## config.mk

```make
export PLATFORM = sky130hd
export DESIGN_NAME = imsc_ctl_dev_flat
export DESIGN_NICKNAME = d
export VERILOG_FILES = /design/src/imsc_pkg.sv /design/src/imsc_link_if.sv /design/src/imsc_req_detect.sv /design/src/imsc_ctl_dev.sv /design/src/flat_wrapper.sv
export SDC_FILE = /design/constraint.sdc
export NUM_CORES = 1
export LEC_CHECK = 0
export BUFFER_PORTS_ARGS = -buffer_cell sky130_fd_sc_hd__clkbuf_2
export CORE_ASPECT_RATIO = 0.5
export CORE_MARGIN = 5
export CORE_UTILIZATION = 40
export CTS_CLUSTER_DIAMETER = 100
export DETAILED_ROUTE_END_ITERATION = 7
export REMOVE_ABC_BUFFERS = 1
export SYNTH_ARGS = -nofsm -noshare
export SYNTH_HDL_FRONTEND = slang
export SYNTH_SLANG_ARGS = --single-unit
```

## constraint.sdc

```tcl
create_clock -name mclk_in -period 21.3 [get_ports mclk_in]
set_clock_uncertainty 0.15 [all_clocks]
set_input_delay 4.26 -clock mclk_in [delete_from_list [all_inputs] [get_ports mclk_in]]
set_output_delay 4.26 -clock mclk_in [all_outputs]
set_load 0.01 [all_outputs]
```

## src/imsc_pkg.sv

```systemverilog
// Shared constants for the mask-level stack and factor mode controller.
// Assumes one 50 MHz clock and a word-wide register path between the ends.
package imsc_pkg;
  // ==========================================================
  // Device register map
  localparam logic [31:0] FACTOR_MODE_CTL_0_ADDR = 32'hffffe000;
  localparam logic [31:0] MASK_LEVEL_STACK_ADDR = 32'hffffe10c;
  localparam logic [31:0] FACTOR_MODE_CTL_0_RST = 32'h00000000;
  localparam logic [31:0] MASK_LEVEL_STACK_RST = 32'h00000000;
  // ==========================================================
  // Field layout
  localparam int NUM_FACTORS = 4;
  localparam int LEVEL_W = 3;
  localparam int STACK_DEPTH = 8;
  localparam int SLOT_STRIDE = 4;
  localparam int LEVEL_CMD_BIT = 31;
  localparam int BYTE_W = 8;
  localparam int SEL_LSB = 5;
  localparam int XFER_FLAG_BIT = 4;
  localparam int PRIO_LSB = 0;
  localparam logic [7:0] MODE_BYTE_MASK = 8'h77;
  localparam logic [2:0] LEVEL_NONE = 3'h0;
  // Active-state select codes
  localparam logic [1:0] SEL_LOW = 2'h0;
  localparam logic [1:0] SEL_HIGH = 2'h1;
  localparam logic [1:0] SEL_FALL = 2'h2;
  localparam logic [1:0] SEL_RISE = 2'h3;
  // ==========================================================
  // Core-end APB registers
  localparam logic [7:0] CORE_CMD_OFS = 8'h00;
  localparam logic [7:0] CORE_ADDR_OFS = 8'h04;
  localparam logic [7:0] CORE_WDATA_OFS = 8'h08;
  localparam logic [7:0] CORE_RDATA_OFS = 8'h0c;
  localparam logic [7:0] CORE_STATUS_OFS = 8'h10;
  localparam logic [7:0] CORE_IRQ_STAT_OFS = 8'h14;
  localparam logic [7:0] CORE_IRQ_MASK_OFS = 8'h18;
  localparam logic [7:0] CORE_ACCEPT_OFS = 8'h1c;
  localparam int EV_DONE = 0;
  localparam int EV_PEND = 1;
  localparam int EV_TAKEN = 2;
  localparam int NUM_EV = 3;
  // ==========================================================
  // Core-end access state
  typedef enum logic [0:0] {
    IMSC_IDLE = 1'b0,
    IMSC_BUSY = 1'b1
  } imsc_state_e;
endpackage

```

## src/imsc_link_if.sv

```systemverilog
// Carrier between the interrupt controller and the processor-core end.
// Assumes both ends run on the same clock; the bench joins them.
`timescale 1ns/1ps
interface imsc_link_if;
  // ==========================================================
  // Register path and interrupt notification
  logic reg_req;
  logic reg_we;
  logic [31:0] reg_addr;
  logic [31:0] reg_wdata;
  logic [31:0] reg_rdata;
  logic reg_ack;
  logic irq_pend;
  logic [2:0] irq_level;
  logic [1:0] irq_factor;
  logic irq_accept;
  modport dev (
    input reg_req, reg_we, reg_addr, reg_wdata, irq_accept,
    output reg_rdata, reg_ack, irq_pend, irq_level, irq_factor
  );
  modport core (
    output reg_req, reg_we, reg_addr, reg_wdata, irq_accept,
    input reg_rdata, reg_ack, irq_pend, irq_level, irq_factor
  );
endinterface

```

## src/imsc_req_detect.sv

```systemverilog
// One request input decoded by its active-state select.
// Assumes sel_in comes from a register on the same clock.
`timescale 1ns/1ps
module imsc_req_detect #(
  parameter bit SYNC_EN = 1'b1
) (
  input wire logic mclk_in,
  input wire logic arst_n_in,
  input wire logic raw_in,
  input wire logic [1:0] sel_in,
  output logic level_out,
  output logic edge_out,
  output logic onset_out
);
  // ==========================================================
  // Two-stage synchroniser for pins, bypass for on-chip sources
  logic meta_reg;
  logic sync_reg;
  logic prev_reg;
  logic samp;
  always_ff @(posedge mclk_in or negedge arst_n_in) begin
    if (!arst_n_in) begin
      meta_reg <= 1'b0;
      sync_reg <= 1'b0;
      prev_reg <= 1'b0;
    end else begin
      meta_reg <= raw_in;
      sync_reg <= meta_reg;
      prev_reg <= samp;
    end
  end
  assign samp = SYNC_EN ? sync_reg : raw_in;
  // Decode: low/high level, falling/rising edge
  wire is_low = (sel_in == imsc_pkg::SEL_LOW);
  wire is_high = (sel_in == imsc_pkg::SEL_HIGH);
  wire act_now = is_low ? !samp : samp;
  wire act_prev = is_low ? !prev_reg : prev_reg;
  wire fell = prev_reg && !samp;
  wire rose = !prev_reg && samp;
  assign level_out = (is_low || is_high) && act_now;
  assign edge_out = (sel_in == imsc_pkg::SEL_FALL) ? fell : ((sel_in == imsc_pkg::SEL_RISE) && rose);
  // Onset covers a level that just became active as well as an edge
  assign onset_out = edge_out || ((is_low || is_high) && act_now && !act_prev);
endmodule

```

## src/imsc_ctl_dev.sv

```systemverilog
// Interrupt controller end: mask-level stack and first factor mode word.
// Assumes the core end drives the link and only makes 32-bit accesses.
// Contract
// - Software uses only full 32-bit stack accesses.
// - Current level bits 2:0, seven saved nibbles, zeros.
// - Accepted interrupt pushes its level onto stack.
// - Bit 31 write-only: 0 pops, 1 overwrites.
// - Overwrite loads bits 2:0, saved slots untouched.
// - Pop shifts slots down, slot 7 cleared.
// - Handler pops before exception return.
// - Each factor holds level, active state, transfer flag.
// - Factor n in byte n, fixed field layout.
// - Factor 0 software source, only select 00 works.
// - Select 00 low, 01 high, 10 fall, 11 rise.
// - Flag 0 interrupts core, flag 1 triggers transfer.
// - Level 000 suppresses, 001-111 give priorities 1-7.
// - Flag set: field is transfer channel 0-7.
// - Mode word resets to zero, all disabled.
// - Highest level presented, lower ones stay pending.
// - Equal levels: lower factor number reported.
`timescale 1ns/1ps
module imsc_ctl_dev #(
  parameter int NUM_FACTORS = imsc_pkg::NUM_FACTORS
) (
  input wire logic mclk_in,
  input wire logic arst_n_in,
  imsc_link_if.dev link,
  input wire logic sw_req_n_in,
  input wire logic [2:0] req_pin_in,
  output logic dma_trig_out,
  output logic [2:0] dma_chan_out
);
  localparam int LW = imsc_pkg::LEVEL_W;
  localparam int BW = imsc_pkg::BYTE_W;

  // ==========================================================
  // Elaboration check
  if (NUM_FACTORS != imsc_pkg::NUM_FACTORS) begin : g_bad_factors
    $error("imsc_ctl_dev serves exactly four factors");
  end

  // ==========================================================
  // Register access decode
  wire take = link.reg_req && !link.reg_ack;
  wire hit_mode = (link.reg_addr == imsc_pkg::FACTOR_MODE_CTL_0_ADDR);
  wire hit_stack = (link.reg_addr == imsc_pkg::MASK_LEVEL_STACK_ADDR);
  wire wr_mode = take && link.reg_we && hit_mode;
  wire wr_stack = take && link.reg_we && hit_stack;
  wire cmd_set = link.reg_wdata[imsc_pkg::LEVEL_CMD_BIT];

  // ==========================================================
  // Mode word: only the documented field bits are stored
  logic [31:0] mode_reg;
  wire [31:0] mode_mask = {NUM_FACTORS{imsc_pkg::MODE_BYTE_MASK}};
  always_ff @(posedge mclk_in or negedge arst_n_in) begin
    if (!arst_n_in) begin
      mode_reg <= imsc_pkg::FACTOR_MODE_CTL_0_RST;
    end else if (wr_mode) begin
      mode_reg <= link.reg_wdata & mode_mask;
    end
  end

  // Per-factor field views
  logic [1:0] sel [NUM_FACTORS];
  logic xfer_flag [NUM_FACTORS];
  logic [LW-1:0] prio [NUM_FACTORS];
  logic [NUM_FACTORS-1:0] lvl_act;
  logic [NUM_FACTORS-1:0] edge_evt;
  logic [NUM_FACTORS-1:0] onset;
  logic [NUM_FACTORS-1:0] is_level;
  logic [NUM_FACTORS-1:0] pend_reg;
  logic [NUM_FACTORS-1:0] want;
  logic [NUM_FACTORS-1:0] clr_pend;
  wire [NUM_FACTORS-1:0] raw_req = {req_pin_in, sw_req_n_in};

  // ==========================================================
  // Per-factor detection and interrupt request
  for (genvar i = 0; i < NUM_FACTORS; i++) begin : g_factor
    assign sel[i] = mode_reg[i*BW+imsc_pkg::SEL_LSB +: 2];
    assign xfer_flag[i] = mode_reg[i*BW+imsc_pkg::XFER_FLAG_BIT];
    assign prio[i] = mode_reg[i*BW+imsc_pkg::PRIO_LSB +: LW];
    // Factor 0 is driven by on-chip logic, so it skips the synchroniser
    imsc_req_detect #(
      .SYNC_EN(i != 0)
    ) u_det (
      .mclk_in(mclk_in),
      .arst_n_in(arst_n_in),
      .raw_in(raw_req[i]),
      .sel_in(sel[i]),
      .level_out(lvl_act[i]),
      .edge_out(edge_evt[i]),
      .onset_out(onset[i])
    );
    assign is_level[i] = !sel[i][1];
    // Edge requests latch until accepted; a new edge beats the clear
    always_ff @(posedge mclk_in or negedge arst_n_in) begin
      if (!arst_n_in) begin
        pend_reg[i] <= 1'b0;
      end else if (edge_evt[i] && !xfer_flag[i]) begin
        pend_reg[i] <= 1'b1;
      end else if (clr_pend[i] || is_level[i]) begin
        pend_reg[i] <= 1'b0;
      end
    end
    if (i == 0) begin : g_sw
      // Software source works only with low-level select
      assign want[i] = (sel[i] == imsc_pkg::SEL_LOW) && lvl_act[i] && !xfer_flag[i]
                       && (prio[i] != imsc_pkg::LEVEL_NONE);
    end else begin : g_pin
      assign want[i] = (is_level[i] ? lvl_act[i] : pend_reg[i]) && !xfer_flag[i]
                       && (prio[i] != imsc_pkg::LEVEL_NONE);
    end
  end

  // ==========================================================
  // Priority arbitration: strict greater keeps the lower number on ties
  logic [LW-1:0] best_lvl;
  logic [1:0] best_idx;
  always_comb begin
    best_lvl = imsc_pkg::LEVEL_NONE;
    best_idx = 2'h0;
    for (int k = 0; k < NUM_FACTORS; k++) begin
      if (want[k] && (prio[k] > best_lvl)) begin
        best_lvl = prio[k];
        best_idx = 2'(k);
      end
    end
  end

  // ==========================================================
  // Transfer-engine trigger: lowest flagged factor with an onset
  logic dma_hit;
  logic [2:0] dma_sel;
  always_comb begin
    dma_hit = 1'b0;
    dma_sel = 3'h0;
    for (int k = NUM_FACTORS - 1; k >= 0; k--) begin
      if (xfer_flag[k] && onset[k] && (k != 0 || sel[0] == imsc_pkg::SEL_LOW)) begin
        dma_hit = 1'b1;
        dma_sel = prio[k];
      end
    end
  end
  always_ff @(posedge mclk_in or negedge arst_n_in) begin
    if (!arst_n_in) begin
      dma_trig_out <= 1'b0;
      dma_chan_out <= 3'h0;
    end else begin
      dma_trig_out <= dma_hit;
      if (dma_hit) begin
        dma_chan_out <= dma_sel;
      end
    end
  end

  // ==========================================================
  // Mask-level stack: slot 0 is the current level
  logic [LW-1:0] stk_reg [imsc_pkg::STACK_DEPTH];
  logic [LW-1:0] stk_next [imsc_pkg::STACK_DEPTH];
  // Only an interrupt above the current mask is signalled
  wire above = (best_lvl > stk_reg[0]);
  wire push = link.irq_accept && above;
  assign clr_pend = push ? (4'h1 << best_idx) : 4'h0;

  // Push has priority over a same-cycle stack write, which is then lost
  always_comb begin
    for (int k = 0; k < imsc_pkg::STACK_DEPTH; k++) begin
      stk_next[k] = stk_reg[k];
    end
    if (push) begin
      stk_next[0] = best_lvl;
      for (int k = 1; k < imsc_pkg::STACK_DEPTH; k++) begin
        stk_next[k] = stk_reg[k-1];
      end
    end else if (wr_stack && cmd_set) begin
      stk_next[0] = link.reg_wdata[LW-1:0];
    end else if (wr_stack) begin
      for (int k = 0; k < imsc_pkg::STACK_DEPTH - 1; k++) begin
        stk_next[k] = stk_reg[k+1];
      end
      stk_next[imsc_pkg::STACK_DEPTH-1] = imsc_pkg::LEVEL_NONE;
    end
  end

  for (genvar s = 0; s < imsc_pkg::STACK_DEPTH; s++) begin : g_slot
    always_ff @(posedge mclk_in or negedge arst_n_in) begin
      if (!arst_n_in) begin
        stk_reg[s] <= imsc_pkg::LEVEL_NONE;
      end else begin
        stk_reg[s] <= stk_next[s];
      end
    end
  end

  // Read image: command bit and gaps read zero
  logic [31:0] stack_img;
  always_comb begin
    stack_img = imsc_pkg::MASK_LEVEL_STACK_RST;
    for (int k = 0; k < imsc_pkg::STACK_DEPTH; k++) begin
      stack_img[k*imsc_pkg::SLOT_STRIDE +: LW] = stk_reg[k];
    end
  end
  wire [31:0] rd_mux = hit_mode ? mode_reg : (hit_stack ? stack_img : 32'h00000000);

  // ==========================================================
  // Link answers: one cycle after the request is taken
  always_ff @(posedge mclk_in or negedge arst_n_in) begin
    if (!arst_n_in) begin
      link.reg_ack <= 1'b0;
      link.reg_rdata <= 32'h00000000;
    end else begin
      link.reg_ack <= take;
      if (take && !link.reg_we) begin
        link.reg_rdata <= rd_mux;
      end
    end
  end

  // Notification to the core
  always_ff @(posedge mclk_in or negedge arst_n_in) begin
    if (!arst_n_in) begin
      link.irq_level <= 3'h0;
      link.irq_factor <= 2'h0;
    end else begin
      link.irq_level <= above ? best_lvl : imsc_pkg::LEVEL_NONE;
      link.irq_factor <= best_idx;
    end
  end
  // Pending flag is combinational so an accept never sees a stale request
  assign link.irq_pend = above;
endmodule

```

## src/flat_wrapper.sv

```systemverilog
// flat-port wrapper written by rule: the top's interface ports become plain ports
module imsc_ctl_dev_flat 
#(
  parameter int NUM_FACTORS = imsc_pkg::NUM_FACTORS
)
  (mclk_in, arst_n_in, sw_req_n_in, req_pin_in, dma_trig_out, dma_chan_out, link_reg_req, link_reg_we, link_reg_addr, link_reg_wdata, link_irq_accept, link_reg_rdata, link_reg_ack, link_irq_pend, link_irq_level, link_irq_factor);
  imsc_link_if link_i ();
  input wire logic mclk_in;
  input wire logic arst_n_in;
  input wire logic sw_req_n_in;
  input wire logic [2:0] req_pin_in;
  output logic dma_trig_out;
  output logic [2:0] dma_chan_out;
  input wire logic [$bits(link_i.reg_req)-1:0] link_reg_req;
  input wire logic [$bits(link_i.reg_we)-1:0] link_reg_we;
  input wire logic [$bits(link_i.reg_addr)-1:0] link_reg_addr;
  input wire logic [$bits(link_i.reg_wdata)-1:0] link_reg_wdata;
  input wire logic [$bits(link_i.irq_accept)-1:0] link_irq_accept;
  output wire logic [$bits(link_i.reg_rdata)-1:0] link_reg_rdata;
  output wire logic [$bits(link_i.reg_ack)-1:0] link_reg_ack;
  output wire logic [$bits(link_i.irq_pend)-1:0] link_irq_pend;
  output wire logic [$bits(link_i.irq_level)-1:0] link_irq_level;
  output wire logic [$bits(link_i.irq_factor)-1:0] link_irq_factor;
  assign link_i.reg_req = link_reg_req;
  assign link_i.reg_we = link_reg_we;
  assign link_i.reg_addr = link_reg_addr;
  assign link_i.reg_wdata = link_reg_wdata;
  assign link_i.irq_accept = link_irq_accept;
  assign link_reg_rdata = link_i.reg_rdata;
  assign link_reg_ack = link_i.reg_ack;
  assign link_irq_pend = link_i.irq_pend;
  assign link_irq_level = link_i.irq_level;
  assign link_irq_factor = link_i.irq_factor;
  imsc_ctl_dev #(.NUM_FACTORS(NUM_FACTORS)) u_core (.mclk_in(mclk_in), .arst_n_in(arst_n_in), .link(link_i), .sw_req_n_in(sw_req_n_in), .req_pin_in(req_pin_in), .dma_trig_out(dma_trig_out), .dma_chan_out(dma_chan_out));
endmodule
```

# Word-level counts from Yosys, hierarchy flattened
# Index checks and enable logic that the tools add are counted.
# W data, S select, Z words.
[word_totals]
wordCells = 187
input_bits = 73
register_bits = 103
output_inout_bits = 43
[op_classes]
order_cmp = 5
muxes = 44
shifts = 1
n_reduce_logical = 94
eq_ne = 15
[op_table]
columns = ["op", "count"]
rows = [
  ["$eq A32 B32 Y1 const B", 2],
  ["$logic_and A1 B1 Y1", 48],
  ["$mux W24", 2],
  ["$mux W32", 1],
  ["$mux W31", 1],
  ["$mux W3", 10],
  ["$mux W1", 26],
  ["$logic_not A1 Y1", 21],
  ["$mux W21", 1],
  ["$eq A2 B2 Y1 const B", 8],
  ["$reduce_bool A3 Y1", 5],
  ["$gt A3 B3 Y1", 4],
  ["$logic_or A1 B1 Y1", 11],
  ["$eq A2 B1 Y1 const B", 4],
  ["$logic_not A2 Y1", 4],
  ["$reduce_bool A2 Y1", 4],
  ["$mux W2", 2],
  ["$mux W4", 1],
  ["$shl A1 B2 Y4 const A", 1],
  ["$gt A3 B1 Y1 const B", 1],
  ["$ne A2 B1 Y1 const B", 1],
  ["$reduce_and A2 Y1", 1],
]

# Longest topological paths before layout
# Gate-level depths: netlist (run 1).
[depth]
ltp_word = 23
mapped_depth = 35
ltp_nobuf = 33

# Hierarchy
# From an unflattened synthesis (run 1), not the netlist that was laid out.
[unflattened]
cells_unflattened = 483
hier_area_um2 = 4833.4
[by_module_without_submodules]
columns = ["mod", "area_per_inst_um2", "cells_each", "n_inst"]
rows = [
  ["imsc_ctl_dev", 4423.0, 449, 1],
  ["imsc_req_detect (u_core.g_factor[1].u_det ...)", 115.1, 9, 3],
  ["imsc_req_detect (u_core.g_factor[0].u_det)", 65.1, 7, 1],
]

# Worst setup path after synthesis (run 1)
# OpenSTA, ideal clock, no wires.
[synth_timing]
path_kind = "input -> output"
startpoint = "input port sw_req_n_in"
endpoint = "output port link_irq_pend"
setup_slack_ns = 7.333
stages = 26
arrival_time_ns = 9.557
required_ns = 16.890
path_cell_list = "inv_1 -> ha_1 -> nor2b_1 -> and2_1 -> ha_1 -> a31oi_1 -> o211ai_2 -> nor2_1 -> mux2_2 -> ha_1 -> nor2_1 -> maj3_1 -> a21oi_1 -> a211oi_2 -> a22oi_4 -> mux2i_1 -> ha_1 -> nor2b_1 -> o21a_1 -> o21ai_1 -> clkbuf_1 -> mux2i_1 -> ha_1 -> a21o_1 -> a21oi_1 -> a31oi_1"
[synth_via]
elab_chain_cells = 18
[synth_lines]
columns = ["item", "line", "text"]
rows = [
  ["from (decl)", "flat_wrapper.sv:10", "input wire logic sw_req_n_in;"],
  ["$logic_not A1 Y1", "imsc_req_detect.sv:36", "wire act_now = is_low ? !samp : samp;"],
  ["$mux W1 *", "imsc_req_detect.sv:36", ""],
  ["$logic_and A1 B1 Y1 *", "imsc_req_detect.sv:40", "assign level_out = (is_low || is_high) && act_now;"],
  ["$logic_and A1 B1 Y1 * (2 in a row)", "imsc_ctl_dev.sv:107", "assign want[i] = (sel[i] == imsc_pkg::SEL_LOW) && lvl_act[i] && !xfer_flag[i]"],
  ["$logic_and A1 B1 Y1 *", "imsc_ctl_dev.sv:108", "&& (prio[i] != imsc_pkg::LEVEL_NONE);"],
  ["$logic_and A1 B1 Y1 *", "imsc_ctl_dev.sv:123", "if (want[k] && (prio[k] > best_lvl)) begin"],
  ["$mux W3 *", "imsc_ctl_dev.sv:123", ""],
  ["$gt A3 B3 Y1", "imsc_ctl_dev.sv:123", ""],
  ["$logic_and A1 B1 Y1", "imsc_ctl_dev.sv:123", ""],
  ["$mux W3 *", "imsc_ctl_dev.sv:123", ""],
  ["$gt A3 B3 Y1", "imsc_ctl_dev.sv:123", ""],
  ["$logic_and A1 B1 Y1", "imsc_ctl_dev.sv:123", ""],
  ["$mux W3 *", "imsc_ctl_dev.sv:123", ""],
  ["$gt A3 B3 Y1", "imsc_ctl_dev.sv:123", ""],
  ["$logic_and A1 B1 Y1", "imsc_ctl_dev.sv:123", ""],
  ["$mux W3 *", "imsc_ctl_dev.sv:123", ""],
  ["$gt A3 B3 Y1 *", "imsc_ctl_dev.sv:161", "wire above = (best_lvl > stk_reg[0]);"],
  ["to (decl)", "flat_wrapper.sv:21", "output wire logic [$bits(link_i.irq_pend)-1:0] link_irq_pend;"],
]
# Every way passes the cells marked *; elsewhere a longest branch is shown, timed or not.

# Final worst setup path (run 1)
# Ends and elaborated chain as after synthesis.

==> run summary, run 1 <==
Status = complete, no violations
Grt total ovfl = 0
Mean Syn Cell Area = 9.98 sq um
Ys async rst share = 100%
First-pass GRT wire length = 19.7 mm
DIE HEIGHT = 85.9 um
Synth unique cells = 52
Synth Instances = 462
Critical Path RT = 16.89 ns
CTS tree = built
Pleak = 2.64 nW
# Max-Cap Violations = 0
Final Slew Violations = 0
Worst-Skew Late Latency = 0.35 ns
Synthesized area = 4610 sq um
TritonRoute pass-1 iters = 7
Port bufs = 100
Fill cells = 1051
Slew HR = 34.7%
Tcrit/Tclk final = 71.6%
Yosys Warn Count = 0
CP Data Arrival Time = 10.84 ns
# H-tree levels = 3
Fmax = 65.6 MHz
Reg2reg path depth = 28
Reg-to-Reg End = u_core.stack_img[9]
Hold Crit Class = flip-flop to flip-flop
Pwr per Cell Area = 72.2 nW/um^2
N_diodes = 0
Share of layout cells above drive strength 1 = 23.0%
Initial DRC count = 244
Final setup violation count = 0
Tightest Pin Transition = 0.980 ns
Post-CTS sizing = 0
Crit path capture type = primary output
CP peak stage delay = 0.69 ns
Total track usage = 17.8%
Cts hold-fix bufs = 0
Clock root buffer = clkbuf_16
P&R area growth vs syn = 19.9%
Sink Count = 95
R2R Setup Slk = 12.62 ns
Antenna Violating Nets Remaining = 0
Worst R2R Start = u_core.mode_reg[6]
Bufs and invs on worst path = 3
Leading area contributor after synthesis = dfrtp_1
RSZ-0062 raised after global routing = no
Total Neg Setup Slack = 0 ns
CP startpoint kind = input pin
Initial Utilization = 41.5%
GP Congestion = 0.782
Vias in the first global route = 3777
Die Width = 162 um
Worst path slowest cell = o21ai_1
Final #Nets = 639
Routed WL = 12.0 mm
Top-level I/O count = 116
Initial antenna violation count = 0
Critical path origin = sw_req_n_in
CP max FO = 14
Number of synthesized flops with an enable pin = 0
Wirelength per Cell = 17.0 um
Total CTS buffers = 9
Routed vias/inst = 5.33
Clk slew on worst S/H paths = 0.06 ns
Detail Placement HPWL = 8.58 mm
FF+latch count, synth = 95
Dominant synthesized flop cell = dfrtp_1
Sequential area share after synthesis = 51.6%
Crit path max-delay family = compound AO/OA/AOI/OAI gates
Power Total = 399 uW
Worst VDD drop = 37.5 uV
Row count = 27
Postcts setup bufs = 0
Clock buffer depth = 2
Post-layout min period = 15.25 ns
Top post-synthesis cells by area = dfrtp_1, mux2_1, a22oi_1
Post-synth top area share = 51.6%
Hold depth = 0
Largest net degree at the start of global routing = 73
Placeable core region = 11100 sq um
Via count = 3755
WHS Endpoint = u_core.g_factor[3].u_det.samp
Die area = 13900 sq um
Worst Path Class, Setup = input pin to primary output
Hold Crit Start = u_core.g_factor[3].u_det.meta_reg
Hold Vio Cnt, Final = 0
CP most frequent cell = ha_1
DRC Markers = 0
==> worst max path at each step <==
| stage | to | slack [ns] | cells after the start |
|---|---|---|---|
| floorplan | link_irq_pend | 7.28 | 25 |
| global placement | link_irq_pend | 6.24 | 26 |
| detailed placement | link_irq_pend | 6.12 | 26 |
| CTS | link_irq_pend | 6.10 | 26 |
| global route | link_irq_pend | 5.42 | 26 |
| finish | link_irq_pend | 6.05 | 26 |
==> synth_stat cells (all sizes together) (2+ instances only) <==
cell type,count
a22o,3
o21a,2
buf,14
nor2b,6
a211oi,4
nand2,59
a31oi,21
nand3b,2
nor3,4
nor4,4
a22oi,31
clkbuf,15
ha,11
mux2i,8
dfrtp,95
inv,11
a21oi,34
nand4,5
and2,5
o22ai,2
a221o,2
nor2,60
mux2,25
nand2b,3
o211ai,2
or3,2
o21ai,15
nand3,5
==> metrics by stage <==
stage / setup slack (ns) / utilization (%) / hold WS (ns) / cells / cell area, sq um
finish: 6.05 / 49.7 / 0.194 / 705 / 5530
CTS: 6.10 / 49.7 / 0.201 / 705 / 5530
detailed placement: 6.12 / 46.9 / 0.186 / 689 / 5210
global placement: 6.24 / 46.9 / 0.184 / 689 / 5210
floorplan: 7.28 / - / 0.181 / 440 / 4490
global route: 5.42 / 49.7 / 0.206 / 705 / 5530
==> area by class of cell <==
class                   instances  area, sq um  area share (%)
flip-flops and latches         95         2380            43.0
inverters                      11         41.3           0.747
clock inverters                 6         85.1            1.54
multi-input cells             334         2080            37.6
well taps                     145          181            3.28
repair buffers                104          533            9.64
clock buffers                  10          229            4.14
==> logic make-up after synthesis <==
| logic type | share of synthesized area (%) |
|---|---|
| muxes | 7.84 |
| and+or+nand+nor | 15.6 |
| AOI/OAI and AO/OA | 17.3 |
| adders and majority gates | 3.20 |
| other | 0.0813 |
| DFF | 51.6 |
| buffers and inverters | 4.04 |
| xor gates and xnor gates | 0.380 |
==> layout by cell type (no fill, tap or decap), types with 2 or more instances in the layout <==
cell and n:
and2_1 5, ha_1 11, conb_1 8, bufinv_16 2, o21ai_0 8, a22o_1 3, a31oi_1 21, mux2_1 24
mux2i_1 8, a211oi_1 3, dfrtp_1 95, a22oi_1 30, nand2_1 59, nor3_1 4, nor4_1 3, o21ai_1 6
clkbuf_2 99, clkinv_2 2, o21a_1 2, clkinvlp_4 2, a21oi_1 34, nand2b_1 3, nor2b_1 5, clkbuf_16 9
a221o_1 2, nand3b_1 2, buf_4 5, nand4_1 5, nand3_1 4, nor2_1 59, o22ai_1 2, inv_1 11
==> layer usage <==
layer,vias up,routed length (um),GRT usage (%)
li1,1814,-,-
met5,-,0,0
met4,0,130,4.68
met1,1812,5810,25.9
met2,117,5160,26.9
met3,12,849,4.32
==> where the power goes <==
part | total [mW] | internal (mW) | switching [mW] | leakage, nW
registers | 0.194 | 0.189 | 0.00454 | 1.25
logic | 0.0343 | 0.0146 | 0.0197 | 1.25
clock network | 0.171 | 0.102 | 0.0687 | 0.148
total | 0.399 | 0.306 | 0.0929 | 2.64
No activity file was read; power rests on OpenSTA's default activity.
==> run 2, diff against run 1 <==
==> constraint.sdc (replaced) <==
create_clock -name mclk_in -period 14.6 [get_ports mclk_in]
set_clock_uncertainty 0.15 [all_clocks]
set_input_delay 2.92 -clock mclk_in [delete_from_list [all_inputs] [get_ports mclk_in]]
set_output_delay 2.92 -clock mclk_in [all_outputs]
set_load 0.01 [all_outputs]
==> run summary, run 2 (same netlist as run 1, synthesis figures left out) <==
Wirelength per Cell = 16.9 um (-0.25%)
Largest net degree at the start of global routing = 73 (unchanged)
Most frequent cells in the layout = clkbuf_2, dfrtp_1, nor2_1, nand2_1, a21oi_1
N_diodes = 0 (unchanged)
Pleak = 2.64 nW (about the same)
Hold Vio Cnt, Final = 0 (unchanged)
Vias in the first global route = 3779 (+0.053%)
Final #Nets = 639 (unchanged)
Crit path capture type = primary output
Switch share = 23.3% (about the same)
CP max FO = 14 (unchanged)
CP startpoint kind = input pin
Clock buffer depth = 2 (unchanged)
Reg-to-Reg End = u_core.pend_reg[2]
Post-CTS sizing = 0 (unchanged)
Antenna Violating Nets Remaining = 0 (unchanged)
Initial Utilization = 41.5% (unchanged)
Initial DRC count = 219 (-10%)
Die area = 13900 sq um (unchanged)
# H-tree levels = 3 (unchanged)
Total CTS buffers = 9 (unchanged)
Routed vias/inst = 5.28 (-0.85%)
Total track usage = 18.0% (+0.17 points)
DRC Markers = 0 (unchanged)
Worst Path Class, Setup = input pin to primary output
Sink Count = 95 (unchanged)
Worst VDD drop = 58.1 uV (+55%)
WHS Endpoint = u_core.g_factor[1].u_det.samp
Switching Power = 132 uW (+42%)
Total Neg Setup Slack = 0 ns (unchanged)
RSZ-0062 raised after global routing = no
# Max-Cap Violations = 0 (unchanged)
Logic pwr share = 8.8% (+0.2 points)
Clk slew on worst S/H paths = 0.06 ns (about the same)
CTS tree = built
Fmax = 79.6 MHz
Commonest non-fill, non-tap cell in the layout = clkbuf_2
Final setup violation count = 0 (unchanged)
Fill cells = 1051 (unchanged)
Post-layout min period = 12.57 ns
First-pass GRT wire length = 19.7 mm (+0.35%)
Pwr per Cell Area = 103 nW/um^2 (+42%)
Reg2reg path depth = 29 (+3.6%)
Detail Placement HPWL = 8.59 mm (+0.11%)
Critical Path RT = 11.53 ns (-5.36 ns)
Tcrit/Tclk final = 86.1%
Int Power = 434 uW (+42%)
Worst-Skew Late Latency = 0.35 ns (about the same)
Hold depth = 0 (unchanged)
P&R area growth vs syn = 19.4%
Worst R2R Start = u_core.mode_reg[6]
Clock power share = 41.2% (-1.7 points)
Via count = 3723 (-0.85%)
GP Congestion = 0.782 (about the same)
Final Slew Violations = 0 (unchanged)
Cts hold-fix bufs = 0 (unchanged)
Postcts setup bufs = 0 (unchanged)
Grt total ovfl = 0 (unchanged)
Hold Crit Class = flip-flop to flip-flop
Die Width = 162 um (unchanged)
Hold Crit Start = u_core.g_factor[1].u_det.meta_reg
Tightest Pin Transition = 0.982 ns (+0.00255 ns)
Seq pwr share = 50.0% (+1.5 points)
Slew HR = 34.5% (-0.17 points)
Routed WL = 11.9 mm (-0.25%)
Status = complete, no violations
Port bufs = 100 (unchanged)
Placeable core region = 11100 sq um (unchanged)
Row count = 27 (unchanged)
Top-level I/O count = 116 (unchanged)
TritonRoute pass-1 iters = 7 (unchanged)
DIE HEIGHT = 85.9 um (unchanged)
Power Total = 566 uW (+42%)
Share of layout cells above drive strength 1 = 22.9% (-0.18 points)
Initial antenna violation count = 0 (unchanged)
R2R Setup Slk = 5.88 ns (-6.74 ns)
CP Data Arrival Time = 9.50 ns (-1.34 ns)
Clock root buffer = clkbuf_16
run 2: cell types whose count changed in the layout (fill, tap and decap cells not counted), sizes merged:
cell	change
bufinv	-1
clkinv	+1
clkbuf	+2
clkinvlp	-2
run 2: metrics by stage:
step / hold slack, ns / cells / area [sq um] / utilization, % / setup slack, ns
after detailed placement: 0.186 / 689 / 5210 / 46.9 / 2.08
after global routing: 0.206 / 705 / 5510 / 49.5 / 1.49
after floorplan: 0.181 / 440 / 4490 / - / 3.26
final: 0.197 / 705 / 5510 / 49.5 / 2.03
after CTS: 0.200 / 705 / 5510 / 49.5 / 2.04
after global placement: 0.184 / 689 / 5210 / 46.9 / 2.21
run 2: critical path, cell delays in order:
cell      delay (ns)
clkbuf_2        0.09
inv_1           0.05
ha_1            0.12
nor2b_1         0.22
nand2_1         0.17
ha_1            0.34
a31oi_1         0.23
o211ai_2        0.16
nor2_1          0.39
mux2_2          0.41
ha_1            0.28
nor2_1          0.05
maj3_1          0.36
a21oi_1         0.18
a211oi_2        0.07
a22oi_4         0.23
mux2i_1         0.44
ha_1            0.32
nor2b_1         0.14
o21a_1          0.16
o21ai_1         0.71
mux2i_1         0.20
ha_1            0.34
a21o_1          0.11
a21oi_1         0.06
a31oi_1         0.51
clkbuf_2        0.25
run 2: per-layer routing:
metal	wire length, um	track usage (%)
met1	5660	25.8
met2	5190	27.9
met3	950	4.22
met4	114	4.22
met5	0	0
run 2: cell type report:
class                           count  area [sq um]  share of cell area, %
Sequential cell                    95          2380                   43.2
Multi-Input combinational cell    334          2080                   37.8
Timing Repair Buffer              104           533                   9.68
Clock buffer                       12           246                   4.48
Tap cell                          145           181                   3.30
Clock inverter                      4          45.0                  0.818
Inverter                           11          41.3                  0.750
run 2: worst max path at each step:
stage                 from       endpoint  slack [ns]
6_report       sw_req_n_in  link_irq_pend        2.03
5_1_grt        sw_req_n_in  link_irq_pend        1.49
4_1_cts        sw_req_n_in  link_irq_pend        2.04
3_5_place_dp   sw_req_n_in  link_irq_pend        2.08
3_3_place_gp   sw_req_n_in  link_irq_pend        2.21
2_1_floorplan  sw_req_n_in  link_irq_pend        3.26
run 2: power by group through the flow:
stage | Combinational (mW) | Clock (mW) | Sequential, mW
5_1_grt | 0.0568 | 0.249 | 0.285
6_report | 0.0500 | 0.233 | 0.283
3_3_place_gp | 0.0508 | 0 | 0.287
4_1_cts | 0.0512 | 0.239 | 0.283
2_1_floorplan | 0.0149 | 0 | 0.293
3_5_place_dp | 0.0510 | 0 | 0.288
==> run 3, diff against run 2 <==
--- a/config.mk
+++ b/config.mk
@@ -11,6 +11,7 @@
 export CORE_UTILIZATION = 40
 export CTS_CLUSTER_DIAMETER = 100
 export DETAILED_ROUTE_END_ITERATION = 7
+export PLACE_DENSITY = 0.65
 export REMOVE_ABC_BUFFERS = 1
 export SYNTH_ARGS = -nofsm -noshare
 export SYNTH_HDL_FRONTEND = slang
==> constraint.sdc (replaced) <==
create_clock -name mclk_in -period 11.5 [get_ports mclk_in]
set_clock_uncertainty 0.15 [all_clocks]
set_input_delay 2.3 -clock mclk_in [delete_from_list [all_inputs] [get_ports mclk_in]]
set_output_delay 2.3 -clock mclk_in [all_outputs]
set_load 0.01 [all_outputs]
==> run summary, run 3 (same netlist as run 1, synthesis figures left out) <==
Status = complete, no violations
Port bufs = 100 (unchanged)
Wirelength per Cell = 16.1 um (-4.7%)
Crit path capture type = primary output
Vias in the first global route = 3798 (+0.50%)
Total CTS buffers = 9 (unchanged)
Crit path to = link_irq_pend
Routed vias/inst = 5.27 (-0.24%)
Antenna Violating Nets Remaining = 0 (unchanged)
Worst Path Class, Setup = input pin to primary output
N_diodes = 0 (unchanged)
Row count = 27 (unchanged)
# Max-Cap Violations = 0 (unchanged)
Post-CTS sizing = 0 (unchanged)
Share of layout cells above drive strength 1 = 23.3% (+0.41 points)
Critical Path RT = 9.05 ns (-2.48 ns)
Largest net degree at the start of global routing = 76 (+4.1%)
DRC Markers = 0 (unchanged)
Power Total = 747 uW (+32%)
Routed WL = 11.4 mm (-4.3%)
Final setup violation count = 0 (unchanged)
Die area = 13900 sq um (unchanged)
CP peak stage delay = 0.41 ns (-0.30 ns)
R2R Setup Slk = 3.55 ns (-2.33 ns)
P&R area growth vs syn = 20.6%
Tightest Pin Transition = 0.992 ns (+0.0102 ns)
Postcts setup bufs = 0 (unchanged)
Total Neg Setup Slack = 0 ns (unchanged)
CP Data Arrival Time = 8.24 ns (-1.26 ns)
CP max FO = 13 (-1)
Critical path origin = sw_req_n_in
Fmax = 93.6 MHz
Tcrit/Tclk final = 92.9%
Clock root buffer = clkbuf_16
Placeable core region = 11100 sq um (unchanged)
DIE HEIGHT = 85.9 um (unchanged)
RSZ-0062 raised after global routing = no
DP Area = 5240 sq um (+0.43%)
Final core utilization = 50.0% (+0.51 points)
Worst-Skew Late Latency = 0.34 ns (about the same)
DP Worst Slack = 0.894 ns (-1.18 ns)
Cts hold-fix bufs = 0 (unchanged)
Final #Nets = 642 (+0.47%)
Total track usage = 17.3% (-0.75 points)
Pleak = 2.67 nW (+1.1%)
CP most frequent cell = ha_1
Layout Cells excl Fill = 708 (+0.43%)
Grt total ovfl = 0 (unchanged)
Worst path slowest cell = nor2_1
Final Slew Violations = 0 (unchanged)
Die Width = 162 um (unchanged)
Initial antenna violation count = 0 (unchanged)
Clock buffer depth = 2 (unchanged)
Commonest non-fill, non-tap cell in the layout = clkbuf_2
Detail Placement HPWL = 8.32 mm (-3.2%)
First-pass GRT wire length = 19.2 mm (-2.7%)
Worst R2R Start = u_core.mode_reg[6]
Reg2reg path depth = 32 (+10%)
Initial DRC count = 273 (+25%)
Pwr per Cell Area = 134 nW/um^2 (+31%)
CTS tree = built
Sink Count = 95 (unchanged)
Hold Vio Cnt, Final = 0 (unchanged)
Hold Crit Class = flip-flop to flip-flop
Worst setup margin = 0.815 ns (-1.22 ns)
Slew HR = 33.7% (-0.82 points)
Cell area after layout = 5560 sq um (+1.0%)
Final hold slack = 0.193 ns (-0.00395 ns)
Worst VDD drop = 80.0 uV (+38%)
GP Congestion = 0.799 (+2.3%)
Cell Count Post-Placement = 692 (+0.44%)
CP startpoint kind = input pin
Clk slew on worst S/H paths = 0.06 ns (about the same)
TritonRoute pass-1 iters = 4 (-3)
Most frequent cells in the layout = clkbuf_2, dfrtp_1, nor2_1, nand2_1, a21oi_1
Via count = 3730 (+0.19%)
Reg-to-Reg End = u_core.stack_img[8]
Top-level I/O count = 116 (unchanged)
# H-tree levels = 3 (unchanged)
Initial Utilization = 41.5% (unchanged)
Post-layout min period = 10.69 ns
[run 3: cell types whose count changed in the layout (fill, tap and decap cells not counted), sizes merged]
cell / before / now
buf: 5 / 8
clkinv: 3 / 1
bufinv: 1 / 2
clkbuf: 111 / 112
[run 3: routing by layer]
metal	track usage (%)	vias up	share of wire [%]
met2	27.4	113	45
met5	0	-	0
met1	24.1	1792	46
met3	3.74	9	8.2
li1	-	1816	-
met4	4.91	0	1.1
[run 3: where the power goes]
part           switching (mW)  leakage (nW)  total (mW)  internal (mW)
Clock                   0.123         0.160       0.325          0.202
Combinational          0.0361          1.26      0.0632         0.0271
Sequential            0.00861          1.25       0.359          0.350
[run 3: layout make-up]
cell class	count	area, sq um
clock buffer	13	260
clock inverter	3	65.1
multi-input combinational	334	2080
sequential	95	2380
tap	145	181
timing repair buffer	107	556
inverter	11	41.3
fill	1046	5550
[run 3: worst min path at each step]
stage | startpoint | endpoint | slack (ns) | cells past startpoint
after floorplan | u_core.g_factor[1].u_det.meta_reg | u_core.g_factor[1].u_det.samp | 0.18 | 0
after global placement | u_core.g_factor[1].u_det.meta_reg | u_core.g_factor[1].u_det.samp | 0.18 | 0
after detailed placement | u_core.g_factor[1].u_det.meta_reg | u_core.g_factor[1].u_det.samp | 0.18 | 0
after CTS | u_core.g_factor[3].u_det.meta_reg | u_core.g_factor[3].u_det.samp | 0.20 | 0
after global routing | u_core.g_factor[3].u_det.meta_reg | u_core.g_factor[3].u_det.samp | 0.21 | 0
final | u_core.g_factor[3].u_det.meta_reg | u_core.g_factor[3].u_det.samp | 0.19 | 0
[run 3: critical path, delay by kind of cell]
| family | cells | cell delay, ns |
|---|---|---|
| multiplexers | 3 | 0.92 |
| AND/OR/NAND/NOR | 6 | 1.24 |
| AO/OA/AOI/OAI | 9 | 1.32 |
| buffers and inverters | 6 | 0.73 |
| adder cells (fa/ha/maj) | 6 | 1.74 |
